$ cat src/rtl/dgpc_defs.vh
// dgpc_defs.vh: register map, field positions, reset values and counts
// for the converter gain, power and self-calibration control block.
// assumes: included by bare name from every design file of the block.
`ifndef DGPC_DEFS_VH
`define DGPC_DEFS_VH

// ============================================================
// register offsets
`define DGPC_ADDR_W 10
`define DGPC_A_PWR 10'h011
`define DGPC_A_CH0_GU 10'h040
`define DGPC_A_CH0_GL 10'h041
`define DGPC_A_CH1_GU 10'h044
`define DGPC_A_CH1_GL 10'h045
`define DGPC_A_CAL_CLK 10'h0e7
`define DGPC_A_CAL_SEL 10'h0e8
`define DGPC_A_CAL_CTL 10'h0e9
`define DGPC_A_CAL_INIT 10'h0ed

// ============================================================
// reset values
`define DGPC_RST_PWR 8'h00
`define DGPC_RST_GAIN 10'h000
`define DGPC_RST_CAL_CLK 8'h00
`define DGPC_RST_CAL_SEL 8'h00
`define DGPC_RST_CAL_CTL 2'h0
`define DGPC_RST_CAL_INIT 8'h00

// ============================================================
// power control fields
`define DGPC_PWR_REF 7
`define DGPC_PWR_CH0 6
`define DGPC_PWR_CH1 4
`define DGPC_PWR_BIAS 2

// ============================================================
// calibration fields
`define DGPC_CLK_EN 3
`define DGPC_CLK_DIV_HI 2
`define DGPC_CLK_DIV_LO 0
`define DGPC_CLK_SPD_HI 5
`define DGPC_CLK_SPD_LO 4
`define DGPC_SEL_CH0 0
`define DGPC_SEL_RSV1 1
`define DGPC_SEL_CH1 2
`define DGPC_SEL_RSV3 3
`define DGPC_CTL_EN 0
`define DGPC_CTL_START 1
`define DGPC_ST_DONE 7
`define DGPC_ST_BUSY 3
`define DGPC_ERR_ABORT 0
`define DGPC_ERR_STUCK 1
`define DGPC_ERR_SEL 2

// ============================================================
// gain and sample mapping; coefficient width and first SAR bit
`define DGPC_GAIN_W 10
`define DGPC_GAIN_MID 10'h200
`define DGPC_NARROW_W 11
`define DGPC_COEF_W 8
`define DGPC_SAR_MSB 3'h7

`endif

$ cat src/rtl/dgpc_sample_map.v
// dgpc_sample_map.v: maps one channel's sample code and gain code to a
// registered output level; forced to zero while the channel is powered down.
// assumes: samples and controls synchronous to i_clk.
`timescale 1ns/10ps
`default_nettype none
`include "dgpc_defs.vh"

module dgpc_sample_map #(
  parameter N = 16
) (
  input wire i_clk,                          // register clock
  input wire i_reset,                        // async reset, high
  input wire [N-1:0] i_sample,               // sample code
  input wire i_twos,                         // 1: twos complement samples
  input wire i_narrow,                       // 1: 11-bit samples in low bits
  input wire [`DGPC_GAIN_W-1:0] i_gain,      // signed full-scale gain code
  input wire i_pd,                           // channel powered down
  output reg [N+`DGPC_GAIN_W-1:0] o_level    // output level
);

  // ============================================================
  // code conversion
  // full scale: gain zero gives midscale, signed code offset by half range
  function [`DGPC_GAIN_W-1:0] fs_of;
    input [`DGPC_GAIN_W-1:0] g;
    begin
      fs_of = g + `DGPC_GAIN_MID;
    end
  endfunction

  wire [N-1:0] wide_code;
  wire [N-1:0] bin_code;
  wire [N-1:0] narrow_top;
  wire [`DGPC_NARROW_W-1:0] narrow_bin;
  wire [N+`DGPC_GAIN_W-1:0] nxt_level;

  // narrow codes made unsigned first, so replicated low bits follow the flipped sign
  assign narrow_bin = {i_sample[`DGPC_NARROW_W-1] ^ i_twos, i_sample[`DGPC_NARROW_W-2:0]};
  // narrow codes left-justified with top bits replicated so all ones maps to all ones
  assign narrow_top = {narrow_bin, narrow_bin[`DGPC_NARROW_W-1 -: (N-`DGPC_NARROW_W)]};
  assign wide_code = i_narrow ? narrow_top : i_sample;
  // twos complement: flipping the sign bit adds half the range
  assign bin_code = (i_twos & ~i_narrow) ? {~wide_code[N-1], wide_code[N-2:0]} : wide_code;
  // level proportional to code and to full scale
  assign nxt_level = bin_code * fs_of(i_gain);

  // output register
  always @(posedge i_clk or posedge i_reset) begin
    if (i_reset) begin
      o_level <= {(N+`DGPC_GAIN_W){1'b0}};
    end else if (i_pd) begin
      o_level <= {(N+`DGPC_GAIN_W){1'b0}};
    end else begin
      o_level <= nxt_level;
    end
  end

endmodule // dgpc_sample_map
`default_nettype wire

$ cat src/rtl/dgpc_cal_engine.v
// dgpc_cal_engine.v: one channel's self-calibration: successive
// approximation of an 8-bit trim coefficient from a comparator.
// assumes: i_tick is a one-cycle enable from the calibration divider.
`timescale 1ns/10ps
`default_nettype none
`include "dgpc_defs.vh"

module dgpc_cal_engine (
  input wire i_clk,                        // register clock
  input wire i_reset,                      // async reset, high
  input wire i_tick,                       // calibration clock enable
  input wire i_start,                      // start pulse for this channel
  input wire i_abort,                      // calibration clock stopped
  input wire i_bad_sel,                    // reserved select bits set
  input wire i_cmp,                        // comparator result
  input wire [`DGPC_COEF_W-1:0] i_init,    // initial coefficient
  output reg o_busy,                       // run in progress
  output reg o_done,                       // last run completed
  output reg [2:0] o_err,                  // error flags of last run
  output reg [`DGPC_COEF_W-1:0] o_coef     // coefficient in use
);

  localparam ST_IDLE = 2'h0;
  localparam ST_SETTLE = 2'h1;
  localparam ST_SAR = 2'h2;

  reg [1:0] state_ff;
  reg [`DGPC_COEF_W-1:0] trial_ff;
  reg [2:0] bit_ff;
  reg seen_hi_ff;
  reg seen_lo_ff;

  // ============================================================
  // sequencer
  // the working trial never touches o_coef until the run completes
  always @(posedge i_clk or posedge i_reset) begin
    if (i_reset) begin
      state_ff <= ST_IDLE;
      trial_ff <= {`DGPC_COEF_W{1'b0}};
      bit_ff <= 3'h0;
      seen_hi_ff <= 1'b0;
      seen_lo_ff <= 1'b0;
      o_busy <= 1'b0;
      o_done <= 1'b0;
      o_err <= 3'h0;
      o_coef <= {`DGPC_COEF_W{1'b0}};
    end else if (i_start) begin
      // a new start clears the old status of this channel
      state_ff <= ST_SETTLE;
      trial_ff <= i_init;
      bit_ff <= `DGPC_SAR_MSB;
      seen_hi_ff <= 1'b0;
      seen_lo_ff <= 1'b0;
      o_busy <= 1'b1;
      o_done <= 1'b0;
      o_err <= {i_bad_sel, 2'h0};
    end else begin
      case (state_ff)
        ST_IDLE: begin
          o_busy <= 1'b0;
        end
        ST_SETTLE: begin
          if (i_abort) begin
            state_ff <= ST_IDLE;
            o_busy <= 1'b0;
            o_err[`DGPC_ERR_ABORT] <= 1'b1;
          end else if (i_tick) begin
            // first trial: only the top bit set
            trial_ff <= {1'b1, {(`DGPC_COEF_W-1){1'b0}}};
            state_ff <= ST_SAR;
          end
        end
        ST_SAR: begin
          if (i_abort) begin
            state_ff <= ST_IDLE;
            o_busy <= 1'b0;
            o_err[`DGPC_ERR_ABORT] <= 1'b1;
          end else if (i_tick) begin
            seen_hi_ff <= seen_hi_ff | i_cmp;
            seen_lo_ff <= seen_lo_ff | ~i_cmp;
            if (bit_ff == 3'h0) begin
              // one pass gives the final coefficient, kept until a later run completes
              o_coef <= i_cmp ? trial_ff : (trial_ff & ~8'h01);
              o_done <= 1'b1;
              o_err[`DGPC_ERR_STUCK] <= ~((seen_hi_ff | i_cmp) & (seen_lo_ff | ~i_cmp));
              o_busy <= 1'b0;
              state_ff <= ST_IDLE;
            end else begin
              // keep or drop current bit, try the next lower one
              trial_ff <= (i_cmp ? trial_ff : (trial_ff & ~(8'h01 << bit_ff))) | (8'h01 << (bit_ff - 3'h1));
              bit_ff <= bit_ff - 3'h1;
            end
          end
        end
        default: begin
          state_ff <= ST_IDLE;
        end
      endcase
    end
  end

endmodule // dgpc_cal_engine
`default_nettype wire

$ cat src/rtl/dgpc_top.v
// dgpc_top.v: gain, power-down and self-calibration control of a
// dual-channel converter output stage, with its register port.
// assumes: register port and samples synchronous to I_CLK; a serial
// front end outside turns host transfers into single-cycle strobes.
//
// Operation
// - each channel holds a signed 10-bit gain code setting output amplitude.
// - channel gain split into 2 upper and 8 lower bits at paired registers.
// - gain zero gives midscale full scale; positive raises, negative lowers.
// - unsigned samples: all ones gives maximum, output proportional to code.
// - twos complement samples are offset by half range before scaling.
// - power register bit 6 powers down channel 0, bit 4 channel 1.
// - reading control register returns status of the selected channel.
// - done bit 7 set, bits 6 to 4 zero on success; nonzero is error.
// - one completed pass yields the final coefficients.
`timescale 1ns/10ps
`default_nettype none
`include "dgpc_defs.vh"

module dgpc_top #(
  parameter N = 16
) (
  input wire I_CLK,                                // 10 MHz register clock
  input wire I_RESET,                              // async reset, high
  input wire [`DGPC_ADDR_W-1:0] I_REG_ADDR,        // register address
  input wire [7:0] I_REG_WDATA,                    // write data
  input wire I_REG_WR,                             // write strobe
  input wire I_REG_RD,                             // read strobe
  output reg [7:0] O_REG_RDATA,                    // read data
  output reg O_REG_RVALID,                         // read data valid
  input wire [N-1:0] I_CH0_SAMPLE,                 // channel 0 sample code
  input wire [N-1:0] I_CH1_SAMPLE,                 // channel 1 sample code
  input wire I_TWOS_FMT,                           // 1: twos complement
  input wire I_NARROW,                             // 1: 11-bit samples
  input wire I_CH0_CMP,                            // channel 0 cal comparator
  input wire I_CH1_CMP,                            // channel 1 cal comparator
  output wire [N+`DGPC_GAIN_W-1:0] O_CH0_LEVEL,    // channel 0 output level
  output wire [N+`DGPC_GAIN_W-1:0] O_CH1_LEVEL,    // channel 1 output level
  output reg O_CH0_PD,                             // channel 0 powered down
  output reg O_CH1_PD,                             // channel 1 powered down
  output reg O_REF_PD,                             // reference disabled
  output reg O_BIAS_PD,                            // master bias disabled
  output reg [1:0] O_CAL_CLK_SPEED,                // comparator speed field
  output wire [`DGPC_COEF_W-1:0] O_CH0_CAL_COEF,   // channel 0 coefficient
  output wire [`DGPC_COEF_W-1:0] O_CH1_CAL_COEF,   // channel 1 coefficient
  output reg O_CAL_BUSY                            // calibration running
);

  // ============================================================
  // register storage
  reg [7:0] pwr_ff;
  reg [`DGPC_GAIN_W-1:0] ch0_gain_code_ff;
  reg [`DGPC_GAIN_W-1:0] ch1_gain_code_ff;
  reg [7:0] cal_clk_ff;
  reg [7:0] cal_sel_ff;
  reg [1:0] cal_ctl_ff;
  reg [7:0] cal_init_ff;
  reg [2:0] div_cnt_ff;
  reg tick_ff;
  reg [7:0] nxt_rdata;

  wire wr_pwr;
  wire wr_ctl;
  wire cal_start;
  wire clk_on;
  wire bad_sel;
  wire [2:0] div_max;
  wire ch0_busy;
  wire ch1_busy;
  wire ch0_done;
  wire ch1_done;
  wire [2:0] ch0_err;
  wire [2:0] ch1_err;

  // address match used by every register write
  function hit;
    input [`DGPC_ADDR_W-1:0] a;
    input [`DGPC_ADDR_W-1:0] ref_a;
    begin
      hit = (a == ref_a);
    end
  endfunction

  // status byte: done, errors, busy, control bits
  function [7:0] status_byte;
    input done;
    input [2:0] err;
    input busy;
    input [1:0] ctl;
    begin
      status_byte = {done, err, busy, 1'b0, ctl};
    end
  endfunction

  assign wr_pwr = I_REG_WR & hit(I_REG_ADDR, `DGPC_A_PWR);
  assign wr_ctl = I_REG_WR & hit(I_REG_ADDR, `DGPC_A_CAL_CTL);
  // start when enable and start are written together
  assign cal_start = wr_ctl & I_REG_WDATA[`DGPC_CTL_EN] & I_REG_WDATA[`DGPC_CTL_START];
  assign clk_on = cal_clk_ff[`DGPC_CLK_EN];
  assign bad_sel = cal_sel_ff[`DGPC_SEL_RSV1] | cal_sel_ff[`DGPC_SEL_RSV3];
  assign div_max = cal_clk_ff[`DGPC_CLK_DIV_HI:`DGPC_CLK_DIV_LO];

  // ============================================================
  // register writes
  always @(posedge I_CLK or posedge I_RESET) begin
    if (I_RESET) begin
      pwr_ff <= `DGPC_RST_PWR;
      ch0_gain_code_ff <= `DGPC_RST_GAIN;
      ch1_gain_code_ff <= `DGPC_RST_GAIN;
      cal_clk_ff <= `DGPC_RST_CAL_CLK;
      cal_sel_ff <= `DGPC_RST_CAL_SEL;
      cal_ctl_ff <= `DGPC_RST_CAL_CTL;
      cal_init_ff <= `DGPC_RST_CAL_INIT;
    end else if (I_REG_WR) begin
      if (wr_pwr) begin
        pwr_ff <= I_REG_WDATA;
      end
      // gain code upper and lower parts
      if (hit(I_REG_ADDR, `DGPC_A_CH0_GU)) begin
        ch0_gain_code_ff[9:8] <= I_REG_WDATA[1:0];
      end
      if (hit(I_REG_ADDR, `DGPC_A_CH0_GL)) begin
        ch0_gain_code_ff[7:0] <= I_REG_WDATA;
      end
      if (hit(I_REG_ADDR, `DGPC_A_CH1_GU)) begin
        ch1_gain_code_ff[9:8] <= I_REG_WDATA[1:0];
      end
      if (hit(I_REG_ADDR, `DGPC_A_CH1_GL)) begin
        ch1_gain_code_ff[7:0] <= I_REG_WDATA;
      end
      if (hit(I_REG_ADDR, `DGPC_A_CAL_CLK)) begin
        cal_clk_ff <= I_REG_WDATA;
      end
      if (hit(I_REG_ADDR, `DGPC_A_CAL_SEL)) begin
        cal_sel_ff <= I_REG_WDATA;
      end
      if (wr_ctl) begin
        cal_ctl_ff <= I_REG_WDATA[1:0];
      end
      if (hit(I_REG_ADDR, `DGPC_A_CAL_INIT)) begin
        cal_init_ff <= I_REG_WDATA;
      end
    end
  end

  // ============================================================
  // power and configuration outputs
  // host keeps reference and bias bits low; they are passed out as set
  always @(posedge I_CLK or posedge I_RESET) begin
    if (I_RESET) begin
      O_CH0_PD <= 1'b0;
      O_CH1_PD <= 1'b0;
      O_REF_PD <= 1'b0;
      O_BIAS_PD <= 1'b0;
      O_CAL_CLK_SPEED <= 2'h0;
      O_CAL_BUSY <= 1'b0;
    end else begin
      O_CH0_PD <= pwr_ff[`DGPC_PWR_CH0];
      O_CH1_PD <= pwr_ff[`DGPC_PWR_CH1];
      O_REF_PD <= pwr_ff[`DGPC_PWR_REF];
      O_BIAS_PD <= pwr_ff[`DGPC_PWR_BIAS];
      O_CAL_CLK_SPEED <= cal_clk_ff[`DGPC_CLK_SPD_HI:`DGPC_CLK_SPD_LO];
      O_CAL_BUSY <= ch0_busy | ch1_busy;
    end
  end

  // ============================================================
  // calibration clock divider: tick every div_max+1 cycles while enabled
  always @(posedge I_CLK or posedge I_RESET) begin
    if (I_RESET) begin
      div_cnt_ff <= 3'h0;
      tick_ff <= 1'b0;
    end else if (!clk_on) begin
      div_cnt_ff <= 3'h0;
      tick_ff <= 1'b0;
    end else if (div_cnt_ff == div_max) begin
      div_cnt_ff <= 3'h0;
      tick_ff <= 1'b1;
    end else begin
      div_cnt_ff <= div_cnt_ff + 3'h1;
      tick_ff <= 1'b0;
    end
  end

  // ============================================================
  // calibration engines, one per channel
  dgpc_cal_engine u_cal0 (
    .i_clk(I_CLK),
    .i_reset(I_RESET),
    .i_tick(tick_ff),
    .i_start(cal_start & cal_sel_ff[`DGPC_SEL_CH0]),
    .i_abort(~clk_on),
    .i_bad_sel(bad_sel),
    .i_cmp(I_CH0_CMP),
    .i_init(cal_init_ff),
    .o_busy(ch0_busy),
    .o_done(ch0_done),
    .o_err(ch0_err),
    .o_coef(O_CH0_CAL_COEF)
  );

  dgpc_cal_engine u_cal1 (
    .i_clk(I_CLK),
    .i_reset(I_RESET),
    .i_tick(tick_ff),
    .i_start(cal_start & cal_sel_ff[`DGPC_SEL_CH1]),
    .i_abort(~clk_on),
    .i_bad_sel(bad_sel),
    .i_cmp(I_CH1_CMP),
    .i_init(cal_init_ff),
    .o_busy(ch1_busy),
    .o_done(ch1_done),
    .o_err(ch1_err),
    .o_coef(O_CH1_CAL_COEF)
  );

  // ============================================================
  // sample to level mapping
  dgpc_sample_map #(.N(N)) u_map0 (
    .i_clk(I_CLK),
    .i_reset(I_RESET),
    .i_sample(I_CH0_SAMPLE),
    .i_twos(I_TWOS_FMT),
    .i_narrow(I_NARROW),
    .i_gain(ch0_gain_code_ff),
    .i_pd(O_CH0_PD),
    .o_level(O_CH0_LEVEL)
  );

  dgpc_sample_map #(.N(N)) u_map1 (
    .i_clk(I_CLK),
    .i_reset(I_RESET),
    .i_sample(I_CH1_SAMPLE),
    .i_twos(I_TWOS_FMT),
    .i_narrow(I_NARROW),
    .i_gain(ch1_gain_code_ff),
    .i_pd(O_CH1_PD),
    .o_level(O_CH1_LEVEL)
  );

  // ============================================================
  // read mux; unmapped addresses read zero, unused upper bits zero
  always @* begin
    nxt_rdata = 8'h00;
    case (I_REG_ADDR)
      `DGPC_A_PWR: begin
        nxt_rdata = pwr_ff;
      end
      `DGPC_A_CH0_GU: begin
        nxt_rdata = {6'h00, ch0_gain_code_ff[9:8]};
      end
      `DGPC_A_CH0_GL: begin
        nxt_rdata = ch0_gain_code_ff[7:0];
      end
      `DGPC_A_CH1_GU: begin
        nxt_rdata = {6'h00, ch1_gain_code_ff[9:8]};
      end
      `DGPC_A_CH1_GL: begin
        nxt_rdata = ch1_gain_code_ff[7:0];
      end
      `DGPC_A_CAL_CLK: begin
        nxt_rdata = cal_clk_ff;
      end
      `DGPC_A_CAL_SEL: begin
        nxt_rdata = cal_sel_ff;
      end
      `DGPC_A_CAL_CTL: begin
        // status of the selected channel, channel 0 first
        if (cal_sel_ff[`DGPC_SEL_CH0]) begin
          nxt_rdata = status_byte(ch0_done, ch0_err, ch0_busy, cal_ctl_ff);
        end else if (cal_sel_ff[`DGPC_SEL_CH1]) begin
          nxt_rdata = status_byte(ch1_done, ch1_err, ch1_busy, cal_ctl_ff);
        end else begin
          nxt_rdata = {6'h00, cal_ctl_ff};
        end
      end
      `DGPC_A_CAL_INIT: begin
        nxt_rdata = cal_init_ff;
      end
      default: begin
        nxt_rdata = 8'h00;
      end
    endcase
  end

  // registered read answer, one cycle after the strobe
  always @(posedge I_CLK or posedge I_RESET) begin
    if (I_RESET) begin
      O_REG_RDATA <= 8'h00;
      O_REG_RVALID <= 1'b0;
    end else begin
      O_REG_RVALID <= I_REG_RD;
      if (I_REG_RD) begin
        O_REG_RDATA <= nxt_rdata;
      end
    end
  end

endmodule // dgpc_top
`default_nettype wire

$ cat config.mk
export PLATFORM = sky130hd
export DESIGN_NAME = dgpc_top
export DESIGN_NICKNAME = d
export VERILOG_FILES = /design/src/rtl/dgpc_sample_map.v /design/src/rtl/dgpc_cal_engine.v /design/src/rtl/dgpc_top.v
export VERILOG_INCLUDE_DIRS = /design/src /design/src/rtl
export SDC_FILE = /design/constraint.sdc
export NUM_CORES = 1
export LEC_CHECK = 0
export ABC_AREA = 1
export BUFFER_PORTS_ARGS = -buffer_cell sky130_fd_sc_hd__buf_2
export CORE_MARGIN = 8
export CORE_UTILIZATION = 63
export CTS_BUF_LIST = sky130_fd_sc_hd__clkbuf_8 sky130_fd_sc_hd__clkbuf_16
export DETAILED_ROUTE_END_ITERATION = 8
export PLACE_DENSITY = 0.83
export SLEW_MARGIN = 20
export SYNTH_ARGS = -nofsm -noshare
export SYNTH_HDL_FRONTEND = slang
export SYNTH_SLANG_ARGS = --single-unit
export TNS_END_PERCENT = 10
$ cat constraint.sdc
create_clock -name I_CLK -period 7.5 [get_ports I_CLK]
set_clock_uncertainty 0.1 [all_clocks]
set_input_delay 0.375 -clock I_CLK [delete_from_list [all_inputs] [get_ports I_CLK]]
set_output_delay 0.375 -clock I_CLK [all_outputs]
set_load 0.005 [all_outputs]
; Word level (Yosys, flattened, before mapping)
; Cells that the tools add are included.
; Widths: inputs -> output; s select.
[op_classes]
add_sub_neg = 5
mul = 2
n_div = 0
n_lt_le_gt_ge = 0
n_eq_ne = 38
n_shift = 4
n_mux = 101
bitwise_logic = 32
reduce_logical = 45
[op_table]
columns = operator, n
row1 = $mux 8, 14
row2 = $pmux 8 s9, 1
row3 = $mux 16, 4
row4 = $mul 16x10->26, 2
row5 = $mux 26, 2
row6 = $mux 1, 50
row7 = $eq 10x7->1 const B, 4
row8 = $eq 10x8->1 const B, 4
row9 = $mux 3, 12
row10 = $ne 3x2->1 const B, 12
row11 = $pmux 8 s2, 2
row12 = $reduce_and 4->1, 8
row13 = $shl 1x3->8 const A, 4
row14 = $mux 2, 12
row15 = $reduce_and 2->1, 11
row16 = $add 10x10->10 const B, 2
row17 = $reduce_bool 2->1, 10
row18 = $and 8x8->8, 2
row19 = $ne 4x3->1 const B, 4
row20 = $not 8->8, 2
row21 = $or 8x8->8, 2
row22 = $ne 2x1->1 const B, 6
row23 = $pmux 2 s3, 2
row24 = $reduce_and 6->1, 2
row25 = 19 further kinds, 53
[word_totals]
ff_bits = 182
latchBits = 0
ramBits = 0
romBits = 0
in_bits = 58
out_inout_bits = 84
word_cells = 270
memories = 0

; Longest topological paths before layout
; Gate-level depths: netlist of the first run.
[depth]
word_depth = 10
mapped_depth = 27
ltp_nobuf = 26

; Hierarchy
; A second synthesis of the first run with hierarchy kept.
[hier_totals]
hier_cells = 2715
hier_area_um2 = 20214.4
[modules_own_cells]
columns = module, n_inst, cells_per_inst, area_each_um2, seq_area_each_um2
row1 = dgpc_sample_map at u_map0, 1, 918, 6610.1, 650.6
row2 = dgpc_sample_map at u_map1, 1, 914, 6597.6, 650.6
row3 = dgpc_top, 1, 447, 3708.6, 1851.8
row4 = dgpc_cal_engine, 2, 218, 1649.1, 700.7

; Worst setup path before layout of the first run
; OpenSTA, ideal clock, no wires.
[synth_timing]
path_type = input -> register
startpoint = input I_NARROW
endpoint = register u_map1.o_level[13]
setup_ns = 0.117
t_arrival_ns = 4.946
required_ns = 7.283
slack_ns = 2.337
cell_stages = 26
path_buffers = 1
cell_sequence = inv_1 clkbuf_1 or2_2 o21ai_1 inv_1 nand2_1 fa_1 inv_1 fa_1 inv_1 fa_1 inv_1 fa_1 inv_1 fa_1 inv_1 ha_1 nand2_1 nor2_1 nand2_1 o211ai_1 inv_1 o21ai_0 nand2_1 nand2_1 nor2_1
[synth_between]
elab_chain_len = 4
[synth_rtl]
columns = element, line
row1 = from (decl), dgpc_top.v:34  ; input wire I_NARROW,
row2 = $mux 16, dgpc_sample_map.v:41  ; assign wide_code = i_narrow ? narrow_top : i_sample;
row3 = $mux 16, dgpc_sample_map.v:43  ; assign bin_code = (i_twos & ~i_narrow) ? {~wide_code[N-1], wide_code[N-2:0]} : wide_code;
row4 = $mul 16x10->26, dgpc_sample_map.v:45  ; assign nxt_level = bin_code * fs_of(i_gain);
row5 = $mux 26, dgpc_sample_map.v:51  ; end else if (i_pd) begin
row6 = to (signal assigned), dgpc_sample_map.v:50  ; o_level <= {(N+`DGPC_GAIN_W){1'b0}};
row7 = to (signal assigned), dgpc_sample_map.v:52  ; o_level <= {(N+`DGPC_GAIN_W){1'b0}};
row8 = to (signal assigned), dgpc_sample_map.v:54  ; o_level <= nxt_level;
row9 = to (decl), dgpc_sample_map.v:18  ; output reg [N+`DGPC_GAIN_W-1:0] o_level
; Every way passes these cells.
; A chain may end at the register's enable or synchronous reset.

; Worst setup path in the final report of the first run
; Same ends and word-level chain as after synthesis.

==> results of run 1 <==
cell families after synthesis:
group | Yosys count
buf+inv | 520
flops | 182
compound gates | 314
fa+ha+maj | 361
xor+xnor | 14
simple gates | 1074
metal layers:
metal | up-vias | GRT usage (%)
met2 | 849 | 52.85
met4 | 0 | 13.32
met5 | - | 0
met3 | 158 | 5.206
met1 | 8095 | 37.23
li1 | 7753 | -
worst paths after layout:
path                            cells past startpoint                  to                 from  slack, ps
worst max register to register                     21  u_map1.o_level[13]  ch1_gain_code_ff[4]       1990
max in group asynchronous                           3  u_map0.o_level[20]              I_RESET       5780
worst max-delay path                               26  u_map1.o_level[13]             I_NARROW       1340
worst min register to register                      0            O_CH0_PD            pwr_ff[6]        320
min in group asynchronous                           2            O_CH1_PD              I_RESET         50
worst min-delay path                                1        O_REG_RVALID             I_REG_RD         30
power by group:
part / total (mW) / switching [mW] / leakage, nW / internal, mW
Sequential: 1.02 / 0.0156 / 2.41 / 1.01
Clock: 0.943 / 0.484 / 0.299 / 0.459
Combinational: 0.431 / 0.292 / 8.57 / 0.140
Total: 2.40 / 0.792 / 11.3 / 1.60
final cells by class:
cell class	instances	share of cell area [%]
multi-input combinational	1763	60.28
sequential	182	22.22
inverter	461	8.472
timing repair buffer	146	3.625
tap	390	2.380
clock buffer	17	2.075
clock inverter	15	0.9216
antenna	2	0.02441
worst max-delay path: stages:
cell and delay (ps):
buf_2 220, inv_1 630, or2_2 230, o21ai_1 240
inv_1 220, nand2_1 100, fa_1 570, inv_1 60
fa_1 490, inv_1 70, fa_1 570, inv_1 70
fa_1 470, inv_1 50, fa_1 470, inv_1 40
ha_1 370, nand2_1 170, nor2_1 190, nand2_1 70
o211ai_1 210, inv_1 70, o21ai_0 210, nand2_1 80
nand2_1 60, nor2_1 70
per-stage QoR:
step,cell area (um2),std cells
after floorplan,18910,2465
after global placement,19880,2942
after detailed placement,19880,2942
after CTS,20490,2974
after global routing,20500,2975
final,20500,2976
layout by cell type (no fill, tap or decap), types with 9 or more instances in the layout:
| cell type | count |
|---|---|
| nand2_2 | 9 |
| nor2_1 | 313 |
| fa_1 | 220 |
| xnor2_1 | 9 |
| or2_2 | 15 |
| inv_1 | 450 |
| clkbuf_16 | 17 |
| a21oi_1 | 97 |
| nand3_1 | 74 |
| nand4_1 | 18 |
| ha_1 | 141 |
| o21ai_0 | 153 |
| dfrtp_1 | 182 |
| nand2_1 | 608 |
| nor3_1 | 18 |
| buf_2 | 141 |
| o21a_1 | 11 |
| o21ai_1 | 18 |
state kept, by name, summed over array words and instances, names as in the netlist, 3 cells and up:
register,count
u_cal1.trial_ff,8
div_cnt_ff,3
u_cal0.bit_ff,3
cal_clk_ff,8
cal_init_ff,8
u_map0.o_level,26
O_REG_RDATA,8
u_cal1.bit_ff,3
u_cal0.trial_ff,8
u_map1.o_level,26
u_cal1.o_coef,8
ch0_gain_code_ff,10
u_cal1.o_err,3
u_cal0.o_err,3
pwr_ff,8
u_cal0.o_coef,8
ch1_gain_code_ff,10
cal_sel_ff,8
==> impl_metrics.yaml, run 1 <==
route:
  vias: 16855
  dr.max_layer_used: "met4"
  drt-vias-per-instance: 5.664
  remaining_drc_errors: 0
  final_antenna_net_count: 0
  drt_wl_total_um: 53330
  wl_met1_um: 20110
  drt_first_pass_iters: 6
  drt-initial-drc-count: 1599
  wl_met2_um: 26610
  post_drt_wl_per_cell_um: 17.92
  route.met3.wl_um: 4563
sta:
  worst_slack_ps: 1344
  hold_ws_ps: 29.79
  hold_violations: 0
  tightest_slew_ps: 998.4
  fmax_ghz: 0.1625
  rsz0062_at_grt: "no"
  setup-tns-final_ps: 0
  report.final.slew_viol_count: 0
  final.period_utilization_pct: 82.07
  period_needed_ps: 6156
  slew_headroom_pct: 33.19
  setup_viol: 0
logic_synthesis:
  synth-async-reset-ratio_pct: 100.0
  synth.area.top_cells: "dfrtp_1 (24%), fa_1 (23%), nand2_1 (12%), ha_1 (9.3%), inv_1 (9.0%)"
  syn_nets: 2884
  synth-simple-area-share_pct: 23.17
  yosys.area.top_type_share_pct: 24.09
  syn_inst: 2465
  synth_fa_ha_area_share_pct: 32.62
  yosys.cell_types.count: 46
  synth.avg_cell_area_um2: 7.671
  yosys.area.top_type: "dfrtp_1"
  ys_seq_area_share_pct: 24.09
  ys_ff_latch: 182
  yosysWarningCount: 0
  syn-cell-area_um2: 18910
  synth-compound-area-share_pct: 8.913
  ys.flop_type: "dfrtp_1"
  synth.most_common_cell: "nand2_1"
  synthMuxAreaShare_pct: 0
  synth_edf_count: 0
  synthTopCellsByCount: "nand2_1 (608), inv_1 (451), nor2_1 (313)"
  synth_top_family_by_area: "adder cells"
  synth_xor_area_share_pct: 0.6484
clocking:
  cts_resized: 0
  clock_sinks: 182
  numCtsBuffers: 17
  root_buffer: "clkbuf_16"
  htree_levels: 4
  clock_path_buffers: 2
  clkLatencyLatePin_ps: 460
  path_clk_slew_ps: 80
  post_cts_buffers: 0
  cts_tree: "built"
  hold_buffers: 0
floorplanning:
  dieArea_um2: 35820
  die_y_um: 189.3
  ios: 142
  coreArea_um2: 29640
  die_x_um: 189.3
  rows: 63
  start_util_pct: 63.80
cells_and_area:
  syn_to_final_growth_pct: 8.410
  multi_input_area_um2: 12360
  nets: 2990
  drive_gt1_share_pct: 8.669
  fin_util_pct: 69.17
  regArea_um2: 4554
  nFillCells: 2449
global_route:
  grt_pass1_wl_um: 87380
  grt_pass1_vias: 17285
  grt_overflow: 0
  grt_usage_pct: 30.56
  grt_max_degree: 115
  antenna_found_initial: 1
worst_setup_path:
  worstSetupEndpointType: "register"
  crit_arrival_ps: 6390
  crit_path_max_fanout: 32
  start_kind: "input port"
  critPathKind: "in2reg"
  cp_data_required_time_ps: 7740
power_and_ir_drop:
  powerDensity_nw_per_um2: 116.8
  irDropWorstVdd_mv: 0.1511
  p_leak_nw: 11.27
  finalPower_mw: 2.395
run_status:
  status: "completed"
min_path:
  worst_hold_path_type: "in2reg"
place:
  io_buffer_count: 141
  dp_hpwl_um: 42600
  place_ws_ps: 1048
  routabilityCongestion: 0.9652
flow_run:
  drv_cap: 0
Power figures use the tool's default switching activity.
==> run 2, diff against run 1 <==
- clock period: 7.5 -> 5.7 ns (I/O delays scaled with it)
==> run 2 against run 1 <==
Net effect: total power grew 35%; setup slack worse by 970 ps; sequential share of layout area shrank 0.47 points; combinational power is 43% higher; die area did not move; utilization is 1.5 points higher; wire length rose by 3.2%; register-to-register slack got worse by 1600 ps; final cell count increased by 1.9%; critical path depth decreased by 9; critical path type is now reg2reg; critical endpoint is now u_map0.o_level[15].
==> impl_metrics.yaml, run 2 (synthesis gave the netlist of run 1 again) <==
run_status:
  status: "completed"
route:
  vias: 17031
  wl_met1_um: 21230
  drt_wl_total_um: 55020
  route.met3.wl_um: 3885
  final_antenna_net_count: 0
  drt-vias-per-instance: 5.617
  remaining_drc_errors: 0
  drt-initial-drc-count: 1805
  dr.max_layer_used: "met4"
  post_drt_wl_per_cell_um: 18.15
  wl_met2_um: 27190
  drt_first_pass_iters: 6
floorplanning:
  start_util_pct: 63.80
  rows: 63
  ios: 142
  coreArea_um2: 29640
  die_y_um: 189.3
  dieArea_um2: 35820
  die_x_um: 189.3
sta:
  final.period_utilization_pct: 93.42
  report.final.slew_viol_count: 0
  tightest_slew_ps: 760.1
  hold_violations: 0
  period_needed_ps: 5325
  slew_headroom_pct: 48.79
  rsz0062_at_grt: "no"
  fmax_ghz: 0.1878
  setup_viol: 0
worst_setup_path:
  r2r_end: "u_map0.o_level[15]"
  critical-path-top-delay-family: "adder cells"
  crit_cells: 17
  rr_startpoint: "ch0_gain_code_ff[8]"
  crit_path_max_fanout: 11
  crit_path_start: "ch0_gain_code_ff[8]"
  start_kind: "register"
  crit_chain: "inv_1 -> nor2_1 -> fa_1 -> fa_1 -> fa_1 -> fa_1 -> inv_1 -> fa_1 -> inv_1 -> ha_1 -> nand2_1 -> o21ai_0 -> a21oi_1 -> o21ai_0 -> nand2_1 -> nand2_1 -> nor2_1"
  crit_top_cell: "fa_1"
  critPathKind: "reg2reg"
  cp_slowest_cell: "fa_1"
  reg2reg_slack_ps: 380
  cp_data_required_time_ps: 5960
  worstSetupEndpointType: "register"
  crit_arrival_ps: 5590
  slowest_delay_ps: 540
  r2r_cells: 17
  endpoint: "u_map0.o_level[15]"
  crit_buf_inv: 3
global_route:
  grt_usage_pct: 31.76
  grt_pass1_vias: 17755
  grt_max_degree: 84
  antenna_found_initial: 1
  grt_overflow: 0
  grt_pass1_wl_um: 90330
clocking:
  numCtsBuffers: 17
  clkLatencyLatePin_ps: 470
  clock_sinks: 182
  htree_levels: 4
  clock_path_buffers: 2
  path_clk_slew_ps: 80
  cts_tree: "built"
  root_buffer: "clkbuf_16"
cells_and_area:
  reg_top3: "u_map0.o_level: 26 flops, u_map1.o_level: 26 flops"
  nets: 3048
  multi_input_area_um2: 12360
  drive_gt1_share_pct: 10.60
  nFillCells: 2428
  antenna_cells: 0
  final_cells: 3032
  final_cell_mix: "nand2_1 (608), inv_1 (450), nor2_1 (313)"
  regArea_um2: 4554
  layout_commonest_cell: "nand2_1"
  syn_to_final_growth_pct: 10.75
place:
  place_inst: 2998
  routabilityCongestion: 0.9568
  io_buffer_count: 141
  dp_hpwl_um: 45200
min_path:
  worst_hold_path_type: "in2reg"
power_and_ir_drop:
  p_leak_nw: 11.55
  powerDensity_nw_per_um2: 154.0
  finalPower_mw: 3.226
  irDropWorstVdd_mv: 0.2526
flow_run:
  drv_cap: 0
-- run 2: worst min-delay path: stages --
cell	delay, ps
buf_2	160
nand2_1	70
o21ai_1	60
-- run 2: through the flow --
stage | instance area [um2] | TNS (ps) | util (%) | hold WS, ps | setup slack (ps)
CTS | 20940 | 0 | 70.66 | 43.55 | 417.7
finish | 20940 | 0 | 70.66 | 58.74 | 375.1
floorplan | 18910 | 0 | - | 216.4 | 371.3
detailed placement | 20300 | -28.29 | 68.49 | 292.0 | -28.29
global placement | 20300 | 0 | 68.49 | 296.5 | 80.45
global route | 20940 | 0 | 70.66 | 64.91 | 58.49
-- run 2: worst min-delay path by stage --
stage | startpoint | endpoint | slack [ps] | depth (start not counted)
floorplan | I_REG_RD | O_REG_RVALID | 220 | 0
global placement | cal_clk_ff[4] | O_CAL_CLK_SPEED[0] | 300 | 0
detailed placement | cal_clk_ff[4] | O_CAL_CLK_SPEED[0] | 290 | 0
CTS | I_CH0_CMP | u_cal0.o_coef[0] | 40 | 3
global route | I_CH0_CMP | u_cal0.o_coef[0] | 60 | 3
finish | I_CH0_CMP | u_cal0.o_coef[0] | 60 | 3
-- run 2: routing by layer --
| layer | global-route usage, % | vias to the layer above |
|---|---|---|
| li1 | - | 7859 |
| met1 | 38.61 | 8237 |
| met2 | 54.54 | 762 |
| met3 | 4.875 | 173 |
| met4 | 15.75 | 0 |
| met5 | 0 | - |
-- run 2: what timing repair did --
item                      in CTS  in global routing
buffers inserted               0                  0
resized for setup              0                  0
hold buffers                   2                  0
hold endpoints to repair      82                  0
-- run 2: cell type report --
| class | count | share of cell area, % |
|---|---|---|
| Inverter | 461 | 8.293 |
| Clock inverter | 15 | 0.9321 |
| Clock buffer | 17 | 2.031 |
| Tap cell | 390 | 2.330 |
| Sequential cell | 182 | 21.75 |
| Multi-Input combinational cell | 1763 | 59.01 |
| Timing Repair Buffer | 204 | 5.652 |
-- run 2: where the power goes --
part | switching (mW) | internal, mW | leakage (nW) | total (mW)
registers | 0.0198 | 1.32 | 2.41 | 1.34
clock network | 0.630 | 0.638 | 0.302 | 1.27
logic | 0.400 | 0.215 | 8.85 | 0.615
==> run 3, diff against run 2 <==
- CORE_MARGIN: 8 -> 4
- HOLD_SLACK_MARGIN: default -> 0.12
==> run 3 against run 2 <==
Net effect: wire length shrank 3.6%; critical endpoint is now u_map1.o_level[14]; largest cell class unchanged; first-iteration DRC count shrank 18%; register-to-register slack is essentially flat; cell area shrank 0.17%.
==> impl_metrics.yaml, run 3 (synthesis gave the netlist of run 1 again) <==
cells_and_area:
  final_cells: 3029
  layout_commonest_cell: "nand2_1"
  final_cell_mix: "nand2_1 (608), inv_1 (449), nor2_1 (313)"
  drive_gt1_share_pct: 10.50
  fin_util_pct: 70.53
  nets: 3045
  antenna_cells: 0
  multi_input_area_um2: 12360
  nFillCells: 2463
  regArea_um2: 4554
  reg_top3: "u_map0.o_level: 26 flops, u_map1.o_level: 26 flops"
  syn_to_final_growth_pct: 10.55
route:
  final_antenna_net_count: 0
  wl_met2_um: 26630
  vias: 16989
  drt_wl_total_um: 53050
  dr.max_layer_used: "met4"
  drt_first_pass_iters: 6
  route.met3.wl_um: 4240
  post_drt_wl_per_cell_um: 17.51
  remaining_drc_errors: 0
  wl_met1_um: 19970
  drt-vias-per-instance: 5.609
  drt-initial-drc-count: 1473
worst_setup_path:
  worstSetupEndpointType: "register"
  cp_data_required_time_ps: 5970
  start_kind: "input port"
  reg2reg_slack_ps: 370
  critPathKind: "in2reg"
  crit_arrival_ps: 5650
  crit_path_max_fanout: 21
clocking:
  numCtsBuffers: 17
  root_buffer: "clkbuf_16"
  htree_levels: 4
  cts_tree: "built"
  clock_path_buffers: 2
  path_clk_slew_ps: 70
  clock_sinks: 182
  clkLatencyLatePin_ps: 460
global_route:
  grt_usage_pct: 32.71
  antenna_found_initial: 0
  grt_pass1_wl_um: 86350
  grt_max_degree: 123
  grt_overflow: 0
  grt_pass1_vias: 17233
sta:
  period_needed_ps: 5378
  hold_violations: 0
  fmax_ghz: 0.1860
  rsz0062_at_grt: "yes"
  report.final.slew_viol_count: 0
  tightest_slew_ps: 824.1
  final.period_utilization_pct: 94.34
  slew_headroom_pct: 45.06
  setup_viol: 0
floorplanning:
  ios: 142
  start_util_pct: 63.80
  coreArea_um2: 29640
  die_y_um: 181.3
  rows: 63
  die_x_um: 181.3
  dieArea_um2: 32850
place:
  io_buffer_count: 141
  dp_hpwl_um: 43070
  routabilityCongestion: 0.9804
  place_inst: 2993
min_path:
  worst_hold_path_type: "in2reg"
power_and_ir_drop:
  p_leak_nw: 11.52
  irDropWorstVdd_mv: 0.2484
  powerDensity_nw_per_um2: 151.7
run_status:
  status: "completed"
flow_run:
  drv_cap: 0
## run 3: changes by cell type in the layout (fill, tap and decap cells not counted), moves of 2 or more
cell	before	now
buf_4	61	56
inv_6	6	3
dlygate4sd3_1	2	4
clkinv_8	4	2
clkinv_4	2	4
clkinvlp_4	0	3
## run 3: area by class of cell
type | instances | share of cell area, %
repair buffers | 201 | 5.578
clock inverters | 15 | 0.7960
multi-input cells | 1763 | 59.13
well taps | 390 | 2.334
clock buffers | 17 | 2.035
inverters | 461 | 8.337
flip-flops and latches | 182 | 21.79
## run 3: worst paths after layout
| check | start | to | cells past startpoint |
|---|---|---|---|
| worst max-delay path | I_NARROW | u_map1.o_level[14] | 22 |
| worst min-delay path | I_REG_WDATA[0] | u_cal0.state_ff[0] | 3 |
| min in group asynchronous | I_RESET | u_map1.o_level[5] | 3 |
| worst min register to register | cal_clk_ff[5] | O_CAL_CLK_SPEED[1] | 0 |
| worst max register to register | ch0_gain_code_ff[7] | u_map0.o_level[15] | 17 |
| max in group asynchronous | I_RESET | u_map0.o_level[18] | 4 |
## run 3: layer usage
| metal | up-vias | track usage (%) |
|---|---|---|
| met3 | 161 | 5.879 |
| li1 | 7867 | - |
| met4 | 0 | 12.64 |
| met5 | - | 0 |
| met1 | 8161 | 40.34 |
| met2 | 800 | 57.43 |
## run 3: repair_timing
action                                  4_1_cts  5_1_grt
resized for setup                             0        2
hold endpoints to repair                    131        0
hold buffers                                  4        0
buffers inserted                              0        0
endpoints found under the setup margin        0        3
## run 3: critical path: stages
cell	delay [ps]
buf_2	110
clkinvlp_4	280
buf_4	280
a21oi_1	510
inv_1	180
nand2_1	120
fa_1	450
fa_1	500
inv_1	50
fa_1	450
fa_1	490
inv_1	50
fa_1	470
inv_1	40
ha_1	330
a21oi_1	230
o21ai_0	170
nand2_1	100
nand2_1	70
a21oi_1	170
o21ai_0	110
a21oi_1	180
## run 3: per-stage QoR
step           instance area, um2  hold slack, ps  setup TNS [ps]  setup slack, ps  power (mW)
4_1_cts                     20900           137.8               0            411.6       3.163
3_5_place_dp                20270           297.0          -4.824           -4.824       1.959
3_3_place_gp                20270           293.3               0            109.5       1.944
5_1_grt                     20910           169.1          -17.15           -17.15       3.297
2_1_floorplan               18910           216.4               0            371.3       1.719
6_report                    20910           144.2               0            322.5       3.171
## run 3: power by group
part	leakage (nW)	internal, mW	switching, mW	total [mW]
Combinational	8.83	0.211	0.392	0.603
Clock	0.284	0.622	0.605	1.23
Sequential	2.41	1.32	0.0198	1.34
